[config.mk]
export PLATFORM = sky130hd
export DESIGN_NAME = addc_ctrl
export DESIGN_NICKNAME = d
export VERILOG_FILES = /design/src/rtl/addc_pkg.sv /design/src/rtl/addc_freq_check.sv /design/src/rtl/addc_ctrl.sv
export SDC_FILE = /design/constraint.sdc
export NUM_CORES = 1
export LEC_CHECK = 0
export BUFFER_PORTS_ARGS = -buffer_cell sky130_fd_sc_hd__buf_4
export CAP_MARGIN = 40
export CORE_ASPECT_RATIO = 0.6
export CORE_MARGIN = 2
export CORE_UTILIZATION = 53
export DETAILED_ROUTE_END_ITERATION = 12
export PLACE_DENSITY = 0.8
export RECOVER_POWER = 50
export SYNTH_ARGS = -nofsm -noshare
export SYNTH_HDL_FRONTEND = slang
export SYNTH_SLANG_ARGS = --single-unit
[constraint.sdc]
create_clock -name CLK -period 4.1 [get_ports CLK]
set_input_delay 0.205 -clock CLK [delete_from_list [all_inputs] [get_ports CLK]]
set_output_delay 0.205 -clock CLK [all_outputs]
set_load 0.05 [all_outputs]
[src/rtl/addc_pkg.sv]
// Purpose: Constants for the antenna driver and damping controller.
// Assumes: CLK at 40 MHz, FC_TICK marks one recovered carrier period.
// Notes:   Register offsets are byte addresses on a 32-bit APB.
package addc_pkg;
    // ------------------------------------------------------------
    // Register map
    // ------------------------------------------------------------
    localparam logic [7:0]  ADDC_CTRL_OFS   = 8'h00;
    localparam logic [7:0]  ADDC_WAKE_OFS   = 8'h04;
    localparam logic [7:0]  ADDC_STATUS_OFS = 8'h08;
    localparam logic [13:0] ADDC_CTRL_RST   = 14'h0000;
    localparam logic [4:0]  ADDC_WAKE_RST   = 5'h00;
    // CTRL fields
    localparam int ADDC_C_SINGLE  = 0;
    localparam int ADDC_C_INPHASE = 1;
    localparam int ADDC_C_IDLE_LO = 2;
    localparam int ADDC_C_MANCH   = 4;
    localparam int ADDC_C_RATE_LO = 5;
    localparam int ADDC_C_DRES_LO = 7;
    localparam int ADDC_C_ABS     = 10;
    localparam int ADDC_C_LVL_LO  = 11;
    // WAKE fields
    localparam int ADDC_W_EN      = 0;
    localparam int ADDC_W_LP      = 1;
    localparam int ADDC_W_THR_LO  = 2;
    localparam int ADDC_W_SLEEP   = 5;
    // Idle state codes
    localparam logic [1:0] ADDC_IDLE_SPLIT = 2'h0;
    localparam logic [1:0] ADDC_IDLE_HIGH  = 2'h1;
    localparam logic [1:0] ADDC_IDLE_LOW   = 2'h2;
    // Rate codes
    localparam logic [1:0] ADDC_RATE_106 = 2'h0;
    localparam logic [1:0] ADDC_RATE_212 = 2'h1;
    // ------------------------------------------------------------
    // Reply timing, in carrier periods and subcarrier halves
    // ------------------------------------------------------------
    localparam logic [3:0] ADDC_FC_PER_HALF = 4'h8;
    localparam logic [3:0] ADDC_DAMP_FC     = 4'h3;
    localparam logic [4:0] ADDC_HALVES_106  = 5'h10;
    localparam logic [4:0] ADDC_HALVES_212  = 5'h08;
    localparam logic [4:0] ADDC_HALVES_424  = 5'h04;
    localparam logic [4:0] ADDC_MAN_HALF    = 5'h08;
    // Absolute supply ladder in millivolts
    localparam logic [11:0] ADDC_ABS_TOP_MV  = 12'h960;
    localparam logic [11:0] ADDC_ABS_STEP_MV = 12'h320;
    // ------------------------------------------------------------
    // Frequency check window
    // ------------------------------------------------------------
    localparam int ADDC_CLK_MHZ   = 40;
    localparam int ADDC_WIN_NS    = 6400;
    localparam int ADDC_FC_KHZ    = 13560;
    localparam int ADDC_WIN_CYC   = ADDC_WIN_NS * ADDC_CLK_MHZ / 1000;
    localparam int ADDC_EXP_EDGES = ADDC_WIN_NS * ADDC_FC_KHZ / 1000000;
    localparam int ADDC_TOL_EDGES = 8;
    localparam logic [7:0] ADDC_EDGE_MIN =
        8'(ADDC_EXP_EDGES - ADDC_TOL_EDGES);
    localparam logic [7:0] ADDC_EDGE_MAX =
        8'(ADDC_EXP_EDGES + ADDC_TOL_EDGES);
    localparam logic [8:0] ADDC_WIN_LAST = 9'(ADDC_WIN_CYC - 1);
    typedef enum logic [1:0] {
        ADDC_WU_SLEEP, ADDC_WU_CHECK, ADDC_WU_ACTIVE
    } addc_wu_state_type;
endpackage

[src/rtl/addc_freq_check.sv]
// Purpose: Counts receiver edges over a fixed window.
// Assumes: EDGE is a one-cycle pulse per carrier cycle seen.
// Notes:   Ok only when the count lands near 13.56 MHz.
`timescale 1ns/1ps
`default_nettype none
module addc_freq_check
    import addc_pkg::*;
(
    input  wire logic       clk,
    input  wire logic       reset,
    input  wire logic       start,
    input  wire logic       edge_in,
    output var  logic       done,
    output var  logic       ok,
    output var  logic [7:0] count
);
    logic [8:0] win_reg;
    logic [7:0] cnt_reg;
    logic       run_reg;
    // ------------------------------------------------------------
    // Window and edge count
    // ------------------------------------------------------------
    always_ff @(posedge clk or posedge reset) begin
        if (reset) begin
            win_reg <= 9'h000;
            cnt_reg <= 8'h00;
            run_reg <= 1'b0;
            done    <= 1'b0;
            ok      <= 1'b0;
            count   <= 8'h00;
        end else begin
            done <= 1'b0;
            if (start) begin
                win_reg <= 9'h000;
                cnt_reg <= 8'h00;
                run_reg <= 1'b1;
            end else if (run_reg) begin
                // Saturate so a noisy input cannot wrap into range
                if (edge_in && cnt_reg != 8'hff) begin
                    cnt_reg <= cnt_reg + 8'h01;
                end
                if (win_reg == ADDC_WIN_LAST) begin
                    run_reg <= 1'b0;
                    done    <= 1'b1;
                    count   <= cnt_reg;
                    ok      <= cnt_reg >= ADDC_EDGE_MIN &&
                               cnt_reg <= ADDC_EDGE_MAX;
                end else begin
                    win_reg <= win_reg + 9'h001;
                end
            end
        end
    end
endmodule
`default_nettype wire

[src/rtl/addc_ctrl.sv]
// Purpose: Antenna driver modes, reply damping/resync, wake-up gate.
// Assumes: FC_PHASE and FC_TICK come from the carrier PLL, in step
//          with CLK; TX bits are offered on a valid/ready pair.
// Notes:   APB slave with zero wait states, PSLVERR on bad address.
//
// Local design decisions: the address map and the APB interface to the registers.
`timescale 1ns/1ps
`default_nettype none
module addc_ctrl
    import addc_pkg::*;
(
    input  wire logic        CLK,
    input  wire logic        RESET,
    input  wire logic        PSEL,
    input  wire logic        PENABLE,
    input  wire logic        PWRITE,
    input  wire logic [7:0]  PADDR,
    input  wire logic [31:0] PWDATA,
    output var  logic [31:0] PRDATA,
    output var  logic        PREADY,
    output var  logic        PSLVERR,
    input  wire logic        FC_TICK,
    input  wire logic        FC_PHASE,
    input  wire logic        TX_VALID,
    input  wire logic        TX_BIT,
    output var  logic        TX_READY,
    output var  logic        FIRST_ANTENNA_OUTPUT,
    output var  logic        FIRST_ANTENNA_OE_N,
    output var  logic        SECOND_ANTENNA_OUTPUT,
    output var  logic        SECOND_ANTENNA_OE_N,
    output var  logic        DAMP_DRIVER_EN,
    output var  logic [2:0]  DAMP_RES_SEL,
    output var  logic        RX_INPUT_DAMP_EN,
    output var  logic        AUX_DAMP_EN,
    output var  logic        PLL_SYNC_EN,
    output var  logic        SUPPLY_ABS_MODE,
    output var  logic [1:0]  SUPPLY_LEVEL,
    output var  logic [11:0] SUPPLY_TARGET_MV,
    input  wire logic        WU_DETECT,
    input  wire logic        WU_LP_DETECT,
    input  wire logic        RX_EDGE,
    output var  logic        WU_GAIN_EN,
    output var  logic        WU_LP_EN,
    output var  logic [2:0]  WU_THRESHOLD,
    output var  logic        SYSTEM_ACTIVE
);
    // ------------------------------------------------------------
    // Helpers
    // ------------------------------------------------------------
    function automatic logic [4:0] halves_per_bit(input logic [1:0] r);
        if (r == ADDC_RATE_106) begin
            return ADDC_HALVES_106;
        end else if (r == ADDC_RATE_212) begin
            return ADDC_HALVES_212;
        end
        return ADDC_HALVES_424;
    endfunction

    function automatic logic [11:0] abs_mv(input logic [1:0] lvl);
        // Level 0 is the main supply itself, reported as zero
        if (lvl == 2'h0) begin
            return 12'h000;
        end
        return ADDC_ABS_TOP_MV - 12'(ADDC_ABS_STEP_MV * (lvl - 2'h1));
    endfunction

    logic [13:0]       ctrl_reg;
    logic [4:0]        wake_reg;
    logic              frame_reg;
    logic [3:0]        fc_cnt_reg;
    logic [4:0]        half_reg;
    logic              bit_reg;
    logic              sc_phase_reg;
    logic              prev_mod_reg;
    addc_wu_state_type wu_state_reg;
    logic              fchk_start_reg;
    logic              fchk_done;
    logic              fchk_ok;
    logic [7:0]        fchk_count;
    logic              mod_reg;
    logic              damp_reg;
    logic              sync_reg;

    logic       single_mode;
    logic       in_phase;
    logic [1:0] idle_sel;
    logic       manch;
    logic [1:0] rate;
    logic       wu_en;
    logic       wu_lp;
    logic       sleep_cmd;
    logic       setup;
    logic       wr_en;
    logic       mapped;
    logic       last_fc;
    logic       last_half;
    logic       mod_now;
    logic       damp_now;
    logic       sync_now;
    logic       start_frame;

    assign single_mode = ctrl_reg[ADDC_C_SINGLE];
    assign in_phase    = ctrl_reg[ADDC_C_INPHASE];
    assign idle_sel    = ctrl_reg[ADDC_C_IDLE_LO +: 2];
    assign manch       = ctrl_reg[ADDC_C_MANCH];
    assign rate        = ctrl_reg[ADDC_C_RATE_LO +: 2];
    assign wu_en       = wake_reg[ADDC_W_EN];
    assign wu_lp       = wake_reg[ADDC_W_LP];

    // ------------------------------------------------------------
    // APB slave
    // ------------------------------------------------------------
    assign setup  = PSEL && !PENABLE;
    assign mapped = PADDR == ADDC_CTRL_OFS || PADDR == ADDC_WAKE_OFS ||
                    PADDR == ADDC_STATUS_OFS;
    assign wr_en  = PSEL && PENABLE && PWRITE;
    assign PREADY = 1'b1;
    assign PSLVERR = PSEL && PENABLE && !mapped;
    assign sleep_cmd = wr_en && PADDR == ADDC_WAKE_OFS &&
                       PWDATA[ADDC_W_SLEEP];

    // Writable configuration; status is read only
    always_ff @(posedge CLK or posedge RESET) begin
        if (RESET) begin
            ctrl_reg <= ADDC_CTRL_RST;
            wake_reg <= ADDC_WAKE_RST;
        end else if (wr_en && PADDR == ADDC_CTRL_OFS) begin
            ctrl_reg <= PWDATA[13:0];
        end else if (wr_en && PADDR == ADDC_WAKE_OFS) begin
            wake_reg <= PWDATA[4:0];
        end
    end

    // Read data captured in setup so it is stable in access
    always_ff @(posedge CLK or posedge RESET) begin
        if (RESET) begin
            PRDATA <= 32'h0000_0000;
        end else if (setup) begin
            unique case (PADDR)
                ADDC_CTRL_OFS:   PRDATA <= {18'h00000, ctrl_reg};
                ADDC_WAKE_OFS:   PRDATA <= {27'h0000000, wake_reg};
                ADDC_STATUS_OFS: PRDATA <= {16'h0000, fchk_count,
                    1'b0, wu_state_reg, sync_reg, damp_reg,
                    mod_reg, frame_reg, SYSTEM_ACTIVE};
                default:         PRDATA <= 32'h0000_0000;
            endcase
        end
    end

    // ------------------------------------------------------------
    // Reply sequencer
    // ------------------------------------------------------------
    assign last_fc   = fc_cnt_reg == ADDC_FC_PER_HALF - 4'h1;
    assign last_half = half_reg == halves_per_bit(rate) - 5'h01;
    assign start_frame = !frame_reg && SYSTEM_ACTIVE && FC_TICK &&
                         TX_VALID;
    // Bits are offered at carrier tick on each bit boundary
    assign TX_READY = FC_TICK && ((!frame_reg && SYSTEM_ACTIVE) ||
                      (frame_reg && last_fc && last_half));

    // Subcarrier half carries transmission or is left empty
    always_comb begin
        if (!frame_reg) begin
            mod_now = 1'b0;
        end else if (manch && rate == ADDC_RATE_106) begin
            mod_now = !half_reg[0] && (bit_reg ? half_reg < ADDC_MAN_HALF
                      : half_reg >= ADDC_MAN_HALF);
        end else begin
            mod_now = !(half_reg[0] ^ sc_phase_reg);
        end
    end

    // Damp first after a driven half, then resync the remainder
    assign damp_now = frame_reg && !mod_now && prev_mod_reg &&
                      fc_cnt_reg < ADDC_DAMP_FC;
    assign sync_now = frame_reg && !mod_now && !damp_now;

    // Position inside the frame, advanced once per carrier period
    always_ff @(posedge CLK or posedge RESET) begin
        if (RESET) begin
            frame_reg    <= 1'b0;
            fc_cnt_reg   <= 4'h0;
            half_reg     <= 5'h00;
            bit_reg      <= 1'b0;
            sc_phase_reg <= 1'b0;
            prev_mod_reg <= 1'b0;
        end else if (start_frame) begin
            frame_reg    <= 1'b1;
            bit_reg      <= TX_BIT;
            fc_cnt_reg   <= 4'h0;
            half_reg     <= 5'h00;
            sc_phase_reg <= 1'b0;
            prev_mod_reg <= 1'b0;
        end else if (frame_reg && FC_TICK) begin
            if (!last_fc) begin
                fc_cnt_reg <= fc_cnt_reg + 4'h1;
            end else begin
                fc_cnt_reg   <= 4'h0;
                prev_mod_reg <= mod_now;
                if (!last_half) begin
                    half_reg <= half_reg + 5'h01;
                end else if (TX_VALID) begin
                    half_reg <= 5'h00;
                    bit_reg  <= TX_BIT;
                    // Phase flip repeats the last half: doubled gap, or doubled driven half when the phase was set
                    if (TX_BIT != bit_reg) begin
                        sc_phase_reg <= !sc_phase_reg;
                    end
                end else begin
                    // No further bit: frame ends, drivers go idle
                    frame_reg <= 1'b0;
                    half_reg  <= 5'h00;
                end
            end
        end
    end

    // ------------------------------------------------------------
    // Driver outputs, all registered
    // ------------------------------------------------------------
    always_ff @(posedge CLK or posedge RESET) begin
        if (RESET) begin
            FIRST_ANTENNA_OUTPUT  <= 1'b1;
            FIRST_ANTENNA_OE_N    <= 1'b0;
            SECOND_ANTENNA_OUTPUT <= 1'b0;
            SECOND_ANTENNA_OE_N   <= 1'b0;
        end else if (damp_now) begin
            FIRST_ANTENNA_OE_N  <= 1'b1;
            SECOND_ANTENNA_OE_N <= 1'b1;
        end else if (mod_now) begin
            FIRST_ANTENNA_OUTPUT <= FC_PHASE;
            FIRST_ANTENNA_OE_N   <= 1'b0;
            SECOND_ANTENNA_OUTPUT <= single_mode ? FC_PHASE
                                                 : !FC_PHASE;
            SECOND_ANTENNA_OE_N  <= single_mode && !in_phase;
        end else begin
            // Second state and gaps rest at idle levels, no carrier
            FIRST_ANTENNA_OUTPUT  <= idle_sel != ADDC_IDLE_LOW;
            SECOND_ANTENNA_OUTPUT <= idle_sel == ADDC_IDLE_HIGH;
            FIRST_ANTENNA_OE_N    <= 1'b0;
            SECOND_ANTENNA_OE_N   <= single_mode && !in_phase;
        end
    end

    // Damping paths and sync strobe move together
    always_ff @(posedge CLK or posedge RESET) begin
        if (RESET) begin
            mod_reg          <= 1'b0;
            damp_reg         <= 1'b0;
            sync_reg         <= 1'b0;
            DAMP_DRIVER_EN   <= 1'b0;
            RX_INPUT_DAMP_EN <= 1'b0;
            AUX_DAMP_EN      <= 1'b0;
            PLL_SYNC_EN      <= 1'b0;
        end else begin
            mod_reg          <= mod_now;
            damp_reg         <= damp_now;
            sync_reg         <= sync_now;
            DAMP_DRIVER_EN   <= damp_now;
            RX_INPUT_DAMP_EN <= damp_now;
            AUX_DAMP_EN      <= damp_now;
            PLL_SYNC_EN      <= sync_now;
        end
    end

    // Static settings mirrored to the analog side
    always_ff @(posedge CLK or posedge RESET) begin
        if (RESET) begin
            DAMP_RES_SEL     <= 3'h0;
            SUPPLY_ABS_MODE  <= 1'b0;
            SUPPLY_LEVEL     <= 2'h0;
            SUPPLY_TARGET_MV <= 12'h000;
            WU_THRESHOLD     <= 3'h0;
        end else begin
            DAMP_RES_SEL    <= ctrl_reg[ADDC_C_DRES_LO +: 3];
            SUPPLY_ABS_MODE <= ctrl_reg[ADDC_C_ABS];
            SUPPLY_LEVEL    <= ctrl_reg[ADDC_C_LVL_LO +: 2];
            // Relative mode leaves scaling to the regulator
            SUPPLY_TARGET_MV <= ctrl_reg[ADDC_C_ABS] ?
                abs_mv(ctrl_reg[ADDC_C_LVL_LO +: 2]) : 12'h000;
            WU_THRESHOLD    <= wake_reg[ADDC_W_THR_LO +: 3];
        end
    end

    // ------------------------------------------------------------
    // Wake-up gate
    // ------------------------------------------------------------
    addc_freq_check u_freq (
        .clk     (CLK),
        .reset   (RESET),
        .start   (fchk_start_reg),
        .edge_in (RX_EDGE),
        .done    (fchk_done),
        .ok      (fchk_ok),
        .count   (fchk_count)
    );

    // Sleep only when enabled; a detection must pass the check
    always_ff @(posedge CLK or posedge RESET) begin
        if (RESET) begin
            wu_state_reg   <= ADDC_WU_ACTIVE;
            fchk_start_reg <= 1'b0;
        end else begin
            fchk_start_reg <= 1'b0;
            unique case (wu_state_reg)
                ADDC_WU_ACTIVE: begin
                    if (sleep_cmd && wu_en) begin
                        wu_state_reg <= ADDC_WU_SLEEP;
                    end
                end
                ADDC_WU_SLEEP: begin
                    if (!wu_en) begin
                        wu_state_reg <= ADDC_WU_ACTIVE;
                    end else if (wu_lp ? WU_LP_DETECT
                                       : WU_DETECT) begin
                        wu_state_reg   <= ADDC_WU_CHECK;
                        fchk_start_reg <= 1'b1;
                    end
                end
                ADDC_WU_CHECK: begin
                    if (!wu_en) begin
                        wu_state_reg <= ADDC_WU_ACTIVE;
                    end else if (fchk_done) begin
                        wu_state_reg <= fchk_ok ? ADDC_WU_ACTIVE
                                                : ADDC_WU_SLEEP;
                    end
                end
                default: wu_state_reg <= ADDC_WU_ACTIVE;
            endcase
        end
    end

    // Detector enables derived from the gate state
    always_ff @(posedge CLK or posedge RESET) begin
        if (RESET) begin
            SYSTEM_ACTIVE <= 1'b1;
            WU_GAIN_EN    <= 1'b0;
            WU_LP_EN      <= 1'b0;
        end else begin
            SYSTEM_ACTIVE <= wu_state_reg == ADDC_WU_ACTIVE;
            WU_GAIN_EN <= wu_state_reg != ADDC_WU_ACTIVE && !wu_lp;
            WU_LP_EN   <= wu_state_reg != ADDC_WU_ACTIVE && wu_lp;
        end
    end

    // ------------------------------------------------------------
    // Checks
    // ------------------------------------------------------------
    logic [3:0] damp_fc_reg;
    always_ff @(posedge CLK or posedge RESET) begin
        if (RESET) begin
            damp_fc_reg <= 4'h0;
        end else if (!damp_now) begin
            damp_fc_reg <= 4'h0;
        end else if (FC_TICK) begin
            damp_fc_reg <= damp_fc_reg + 4'h1;
        end
    end
endmodule
`default_nettype wire

* After elaboration in Yosys (flattened, before gate mapping) *
Cells that the tools add are included.

word-level totals
  register bits after elaboration = 126
  input bits = 52
  output and inout port bits = 67
  word-level logic and storage cells = 193

operators by class
  add/sub/neg operators = 7
  multipliers = 1
  order comparisons = 5
  equal/unequal tests = 18
  muxes and demuxes = 67
  bitwise gates (word level) = 3
  reduce and logical (&&, ||, !) cells = 60

operators by type and width
  cell                                                                              count
  16-bit one-hot mux with 3 select lines                                            1
  1-bit 2-to-1 mux                                                                  40
  12-bit 2-to-1 mux                                                                 3
  5-bit 2-to-1 mux                                                                  7
  9-bit 2-to-1 mux                                                                  3
  1-bit logical AND                                                                 26
  8-bit 2-to-1 mux                                                                  3
  2-bit nonzero test                                                                7
  5-bit by 12-bit multiplier with 7-bit output, first input constant                1
  2-bit 2-to-1 mux                                                                  6
  4-bit 2-to-1 mux                                                                  3
  12-bit subtractor, first input constant                                           1
  1-bit logical NOT                                                                 11
  9-bit by 1-bit adder with 9-bit output, second input constant                     1
  9-bit by 8-bit equality test with 1-bit output, second input constant             1
  8-bit by 1-bit adder with 8-bit output, second input constant                     1
  8-bit by 3-bit equality test with 1-bit output, second input constant             1
  8-bit by 4-bit equality test with 1-bit output, second input constant             1
  8-bit by 7-bit >= comparator with 1-bit output, second input constant             1
  8-bit by 7-bit less-or-equal comparator with 1-bit output, second input constant  1
  8-bit logical NOT                                                                 1
  2-bit inequality test, second input constant                                      4
  8-bit inequality test, second input constant                                      1
  2-bit AND reduction                                                               4
  23 further kinds                                                                  32

* Logic depth before layout (Yosys ltp) *
Gate-level depths: netlist of run 1.

  word-level depth = 11
  depth in mapped cells = 10
  gate-level depth less buffers = 9

* Modules after synthesis *
From an unflattened synthesis of run 1, not the netlist that was laid out.

second synthesis, totals
  cells, all modules = 436
  area, all modules = 4,919.7 µm²

modules (own cells, without submodules)
  module           instances  cells each  area an instance (µm²)  sequential area each (µm²)
  addc_ctrl        1          305         3,539.6                 1,880.6
  addc_freq_check  1          131         1,380.1                 700.7

* Worst setup path after synthesis of run 1 *
Ideal clock, no wire load.

  path type = input to register
  from = input PADDR[1]
  to = register ctrl_reg[0]
  setup time = 127 ps
  data arrival time = 1,891 ps
  data required time = 3,973 ps
  slack = 2,082 ps
  stages = 6
  buffers on the path = 2
  path through = or4_4 > or2_0 > buf_2 > nor3_4 > buf_6 > mux2_1

on the way
  word-level cells in the longest chain between the ends = 2

ends and longest elaborated chain
  element               line              source
  start, declared       addc_ctrl.sv:17   input wire logic [7:0] PADDR,
  8-bit logical NOT     addc_ctrl.sv:127  end else if (wr_en && PADDR == ADDC_CTRL_OFS) begin
  1-bit logical AND     addc_ctrl.sv:127
  end signal, assigned  addc_ctrl.sv:128  ctrl_reg <= PWDATA[13:0];
  end, declared         addc_ctrl.sv:67   logic [13:0] ctrl_reg;

Every way passes these cells.
A chain may end at the register's enable or synchronous reset.

==> impl_metrics.env, run 1 <==
export IMPL_min_delay_start="PWDATA[12]"
export IMPL_peakVddDrop_uv=240
export IMPL_core_area_mm2=0.00862
export IMPL_synthArstFlopShare_pct=100
export IMPL_met3_usage_pct=5.24
export IMPL_slew_headroom_pct=2.48
export IMPL_worst_hold_slack_ns=0.0827
export IMPL_finalSetupTns_ns=0
export IMPL_final_layout_size_suffix_gt1_share_pct=20.4
export IMPL_die_area_mm2=0.00977
export IMPL_drc=0
export IMPL_io_pins=119
export IMPL_die_x_um=126
export IMPL_yosysWarnings=0
export IMPL_p_leak_nw=2.71
export IMPL_design_power_total_w=0.00259
export IMPL_antenna_found_initial=0
export IMPL_grt_max_degree=62
export IMPL_path_clk_slew_ns=0.06
export IMPL_start_kind="primary input"
export IMPL_via_per_inst=5.45
export IMPL_finalHoldViolCount=0
export IMPL_grt_setup_unrepaired="false"
export IMPL_wl_um=10100
export IMPL_setup_viol=0
export IMPL_placedCellCount=596
export IMPL_insertion_delay_ns=0.34
export IMPL_multi_input_area_mm2=0.00194
export IMPL_use_met2_pct=32.6
export IMPL_end_kind="asynchronous set/reset pin"
export IMPL_synthFlopType="dfrtp_1"
export IMPL_cts_sinks=103
export IMPL_clock_path_buffers=2
export IMPL_min_path_type="in2reg"
export IMPL_synth_edf_count=0
export IMPL_areaGrowthSynthToFinish_pct=15.7
export IMPL_hold_depth=3
export IMPL_n_fill_cell=679
export IMPL_firstDrtPassIters=4
export IMPL_crit_type="in2async"
export IMPL_cp_data_arrival_time_ns=3.17
export IMPL_maxCapViolCount=0
export IMPL_cp_startpoint="RESET"
export IMPL_grt_busiest_layer="met2"
export IMPL_r2r_end="u_freq.win_reg[7]$_DFFE_PP0P_"
export IMPL_preCtsSetupSlack_ns=1.59
export IMPL_period_needed_ns=2.66
export IMPL_synth_seq_cells=103
export IMPL_fmax_mhz=376
export IMPL_largest_reg_flops=16
export IMPL_diodes=0
export IMPL_cts_repair_resized=0
export IMPL_ant_nets=0
export IMPL_slowest_stage="clkbuf_2"
export IMPL_status="finished, final reports clean"
export IMPL_via_count=3333
export IMPL_reg2reg_depth=9
export IMPL_cp_required_ns=4.61
export IMPL_start_util_pct=55.2
export IMPL_grt_usage_pct=21.9
export IMPL_cts_tree="built"
export IMPL_cp_max_fo=61
export IMPL_placementRows=26
export IMPL_detailed_place_hpwl_um=7170
export IMPL_grt_use_met1_pct=32.5
export IMPL_netlist_area_mm2=0.00476
export IMPL_cp_slowest_stage_delay_ns=1.19
export IMPL_grt_ovfl_total=0
export IMPL_nets=559
export IMPL_fin_skew_ns=0.00784
export IMPL_drv_slew=0
export IMPL_path_cells="dlygate4sd3_1 -> clkbuf_4 -> clkinvlp_2 -> clkbuf_2 -> buf_4"
export IMPL_grt_pass1_wl_um=16600
export IMPL_wl_per_cell_um=16.5
export IMPL_regToRegStartpoint="u_freq.win_reg[0]$_DFFE_PP0P_"
export IMPL_syn_mean_instance_area_um2=11.2
export IMPL_worst_pin_slew_ns=1.46
export IMPL_io_buffers=78
export IMPL_worst_hold_path_endpoint="ctrl_reg[12]$_DFFE_PP0P_"
export IMPL_finalWorstSetupSlack_ns=1.44
export IMPL_htreeDepth=3
export IMPL_synthCells=426
export IMPL_final_cells=611
export IMPL_synth_cell_types=48
export IMPL_timing_final_crit_share_pct=64.8
export IMPL_first_iter_violations=305
export IMPL_gp_congestion=0.824
export IMPL_cts_root_buf="clkbuf_16"
export IMPL_seq_area_frac_synth_pct=54.3
export IMPL_power_density_mw_per_mm2=470
export IMPL_grt_pass1_vias=3128
export IMPL_die_h_um=77.4
export IMPL_numCtsBuffers=9
export IMPL_regArea_mm2=0.00258
export IMPL_reg2reg_slack_ns=1.75
==> critical path: cells and delay by family <==
| kind | cells | cell delay [ns] |
|---|---|---|
| buffers and inverters | 5 | 2.90 |
==> metrics by stage <==
step,util [%],cell area [µm²]
5_1_grt,63.8,5500
3_3_place_gp,61.5,5300
2_1_floorplan,-,4830
6_report,63.8,5500
3_5_place_dp,61.8,5330
4_1_cts,65.3,5630
==> placed cells by master (no fill, tap or decap), drive strengths merged, types with 9 or more instances in the layout <==
cell	n
o21ai	29
xor2	15
buf	51
nand3	9
conb	22
mux2i	19
ha	11
mux2	26
nor2	26
dfrtp	100
inv	11
nand2	40
clkbuf	40
==> logic make-up (layout without fill, tap and decap cells) <==
kind of cell             Yosys count  count (layout)  share of synthesized area, %
XOR/XNOR                          20              20                          3.68
adder cells (fa/ha/maj)           11              11                          2.89
other                              2              22                         0.158
AND/OR/NAND/NOR                  133             133                          14.7
flip-flops                       103             103                          54.3
multiplexers                      45              45                          10.2
AO/OA/AOI/OAI                     58              58                          7.63
buffers and inverters             54             107                          6.50
==> synthesized netlist by cell type (all sizes together) (3+ instances only) <==
cell | count | area (µm²)
a211oi | 4 | 30.0
a21oi | 8 | 40.0
a22o | 5 | 43.8
a32o | 4 | 40.0
and2 | 8 | 50.1
and3 | 7 | 43.8
and3b | 3 | 26.3
buf | 32 | 226
clkbuf | 10 | 37.5
dfrtp | 100 | 2500
dfstp | 3 | 78.8
ha | 11 | 138
inv | 12 | 45.0
mux2 | 26 | 293
mux2i | 19 | 190
nand2 | 40 | 150
nand2b | 6 | 37.5
nand3 | 9 | 45.0
nand4 | 7 | 43.8
nor2 | 26 | 97.6
nor2b | 5 | 31.3
nor3 | 4 | 31.3
nor4b | 3 | 26.3
o21ai | 29 | 145
or2 | 5 | 31.3
xnor2 | 5 | 43.8
xor2 | 15 | 131
==> metal layers <==
metal | vias to the layer above | wire length [µm]
met5 | - | 0
met4 | 0 | 34
met3 | 2 | 832
met2 | 144 | 4460
met1 | 1630 | 4750
li1 | 1557 | -
==> timing repair <==
item / 4_1_cts / 5_1_grt
setup endpoints to repair: 0 / 0
endpoints found under the hold margin: 21 / 0
buffers inserted: 0 / 0
hold buffers: 1 / 0
==> power breakdown <==
part | switching [W] | internal [W] | total [W]
Combinational | 0.000293 | 0.000183 | 0.000476
Sequential | 0.000138 | 0.00113 | 0.00127
Clock | 0.000355 | 0.000483 | 0.000839
Total | 0.000786 | 0.00180 | 0.00259
==> area by class of cell <==
type / count / area share (%)
sequential: 103 / 46.9
clock inverter: 3 / 0.819
clock buffer: 11 / 4.41
multi-input combinational: 289 / 35.3
tap: 112 / 2.55
inverter: 12 / 0.841
timing repair buffer: 81 / 9.21
==> how the worst max path moves through the flow <==
stage,end,slack (ns),cells past startpoint
4_1_cts,TX_READY,1.51,6
5_1_grt,u_freq.cnt_reg[5]$_DFFE_PP0P_,0.97,5
3_5_place_dp,ctrl_reg[8]$_DFFE_PP0P_,1.59,5
2_1_floorplan,DAMP_RES_SEL[0]$_DFF_PP0_,1.20,1
6_report,ctrl_reg[10]$_DFFE_PP0P_,1.44,5
3_3_place_gp,ctrl_reg[9]$_DFFE_PP0P_,1.63,5
Note: power is estimated with default switching activity, not from simulation.
==> run 2, diff against run 1 <==
Settings changed: ABC_AREA set to 1, CORE_UTILIZATION 53 to 54.
Clock period 4.1 ns to 2.5 ns, I/O delays scaled along.
==> run 2 against run 1 <==
Against the previous run: critical path depth increased by 7; via count increased by 25%; largest power group unchanged; combinational power is 91% higher.
==> impl_metrics.env, run 2 <==
export IMPL_maxCapViolCount=0
export IMPL_cts_root_buf="clkbuf_16"
export IMPL_synth_top_family_by_area="simple AND/OR/NAND/NOR gates"
export IMPL_period_needed_ns=1.97
export IMPL_final_layout_size_suffix_gt1_share_pct=13.2
export IMPL_peakVddDrop_uv=364
export IMPL_worst_pin_slew_ns=1.13
export IMPL_synth_xor_xnor_area_share_pct=1.23
export IMPL_synthArstFlopShare_pct=100
export IMPL_power_density_mw_per_mm2=762
export IMPL_cts_repair_resized=0
export IMPL_status="finished, final reports clean"
export IMPL_cp_data_arrival_time_ns=2.21
export IMPL_grt_max_degree=43
export IMPL_core_area_mm2=0.00909
export IMPL_gp_congestion=0.928
export IMPL_design_power_total_w=0.00439
export IMPL_synth_compound_area_share_pct=8.57
export IMPL_cts_sinks=103
export IMPL_final_common_cell="nand2_1"
export IMPL_finalSetupTns_ns=0
export IMPL_seq_area_frac_synth_pct=51.7
export IMPL_detailed_place_hpwl_um=8000
export IMPL_cp_max_fo=11
export IMPL_synth_cell_types=38
export IMPL_fmax_mhz=507
export IMPL_io_pins=119
export IMPL_largest_reg_flops=16
export IMPL_slew_headroom_pct=24.0
export IMPL_yosys_area_top_type_share_pct=50.1
export IMPL_min_path_type="in2reg"
export IMPL_yosys_area_top_type="dfrtp_1"
export IMPL_start_kind="flip-flop"
export IMPL_synth_seq_cells=103
export IMPL_grt_pass1_vias=3839
export IMPL_via_per_inst=5.22
export IMPL_insertion_delay_ns=0.35
export IMPL_synthCells=597
export IMPL_setup_viol=0
export IMPL_synth_top_cells_by_count="163 x nand2_1, 100 x dfrtp_1, 71 x inv_1"
export IMPL_grt_setup_unrepaired="false"
export IMPL_layout_common_cells="164 x nand2_1, 100 x dfrtp_1, 71 x inv_1"
export IMPL_first_iter_violations=404
export IMPL_yosysWarnings=0
export IMPL_grt_usage_pct=23.5
export IMPL_numCtsBuffers=9
export IMPL_ant_nets=0
export IMPL_wl_um=11300
export IMPL_p_leak_nw=2.98
export IMPL_yosys_area_share_simple_pct=24.4
export IMPL_yosysMostFrequentCell="nand2_1"
export IMPL_grt_pass1_wl_um=18400
export IMPL_netlist_area_mm2=0.00499
export IMPL_end_kind="flip-flop"
export IMPL_wl_per_cell_um=14.2
export IMPL_firstDrtPassIters=5
export IMPL_nets=739
export IMPL_io_buffers=78
export IMPL_synthTopCellsByArea="dfrtp_1 50%, nand2_1 12%, inv_1 5.3%"
export IMPL_path_clk_slew_ns=0.07
export IMPL_synthAdderAreaFrac_pct=2.76
export IMPL_drc=0
export IMPL_timing_final_crit_share_pct=78.9
export IMPL_synthMuxAreaShare_pct=0
export IMPL_die_x_um=128
export IMPL_cts_tree="built"
export IMPL_syn_mean_instance_area_um2=8.36
export IMPL_start_util_pct=54.9
export IMPL_drv_slew=0
export IMPL_placementRows=27
export IMPL_grt_ovfl_total=0
export IMPL_crit_type="reg2reg"
export IMPL_die_h_um=78.5
export IMPL_cp_required_ns=2.73
export IMPL_die_area_mm2=0.0101
export IMPL_diodes=0
export IMPL_finalHoldViolCount=0
export IMPL_htreeDepth=3
export IMPL_antenna_found_initial=0
export IMPL_via_count=4160
export IMPL_synthFlopType="dfrtp_1"
export IMPL_synth_edf_count=0
export IMPL_clock_path_buffers=2
export IMPL_areaGrowthSynthToFinish_pct=15.5
export IMPL_fin_skew_ns=0.00947
[run 2: changes by cell type after synthesis, sizes merged, moves of 9 or more]
cell    previous run  this run
a21oi              8        20
clkbuf            10         1
inv               12        78
mux2              26         0
mux2i             19         0
nand2             40       169
nand3              9        46
nor2              26        42
o21ai             29        52
xor2              15         6
[run 2: critical path, cell delays in order, from the launching register on]
cell	delay [ns]
dfrtp_1	0.40
ha_1	0.20
nand2_1	0.06
inv_1	0.05
nand3_1	0.08
nor2_1	0.05
ha_1	0.20
o21ai_2	0.36
nand2_1	0.12
inv_1	0.09
nand2_1	0.06
o21ai_0	0.15
a21oi_1	0.06
[run 2: stage by stage]
step                worst slack [ns]  cells  util [%]  hold WS [ns]  area, µm²
floorplan                      0.606    617         -         0.242       5070
global placement               0.573    779      61.5         0.210       5590
global route                   0.367    797      63.4        0.0120       5760
detailed placement             0.519    779      61.5         0.212       5590
finish                         0.527    797      63.4        0.0101       5760
CTS                            0.511    797      65.1       0.00372       5920
[run 2: cell families after synthesis]
kind of cell               count (synthesis)
AOI/OAI and AO/OA                         80
other                                      2
adders and majority gates                 11
buffers and inverters                    116
DFF                                      103
and+or+nand+nor                          278
xor gates and xnor gates                   7
[run 2: metal layers]
| layer | up-vias | share of wire (%) | global-route usage [%] |
|---|---|---|---|
| met5 | - | 0 | 0 |
| met4 | 0 | 1.4 | 5.82 |
| met3 | 21 | 8.5 | 5.59 |
| met2 | 182 | 44 | 36.0 |
| met1 | 1955 | 46 | 34.0 |
| li1 | 2002 | - | - |
[run 2: report_power, final]
group | internal, W | switching (W) | leakage [nW] | total, W
Combinational | 0.000280 | 0.000628 | 1.50 | 0.000907
Sequential | 0.00185 | 0.000188 | 1.33 | 0.00204
Clock | 0.000795 | 0.000653 | 0.150 | 0.00145
[run 2: repair_timing]
action	4_1_cts	5_1_grt
setup buffers	0	0
hold buffers	2	0
hold endpoints to repair	22	0
setup endpoints to repair	0	0
[run 2: area by class of cell]
| type | count | area (µm²) |
|---|---|---|
| inverters | 78 | 294 |
| repair buffers | 86 | 528 |
| fillers | 764 | 3320 |
| multi-input cells | 398 | 1910 |
| flip-flops and latches | 103 | 2580 |
| clock inverters | 6 | 76.3 |
| clock buffers | 10 | 229 |
| well taps | 116 | 145 |
[run 2: worst paths after layout]
path | from | endpoint | slack [ns] | cells past startpoint
worst max-delay path | u_freq.win_reg[1]$_DFFE_PP0P_ | u_freq.win_reg[6]$_DFFE_PP0P_ | 0.53 | 12
worst min-delay path | PWDATA[6] | ctrl_reg[6]$_DFFE_PP0P_ | 0.01 | 3
worst max register to register | u_freq.win_reg[1]$_DFFE_PP0P_ | u_freq.win_reg[6]$_DFFE_PP0P_ | 0.53 | 12
worst min register to register | ctrl_reg[7]$_DFFE_PP0P_ | DAMP_RES_SEL[0]$_DFF_PP0_ | 0.41 | 0
max in group asynchronous | RESET | FIRST_ANTENNA_OUTPUT$_DFFE_PP1N_ | 1.08 | 4
min in group asynchronous | RESET | fchk_start_reg$_DFF_PP0_ | 0.55 | 3
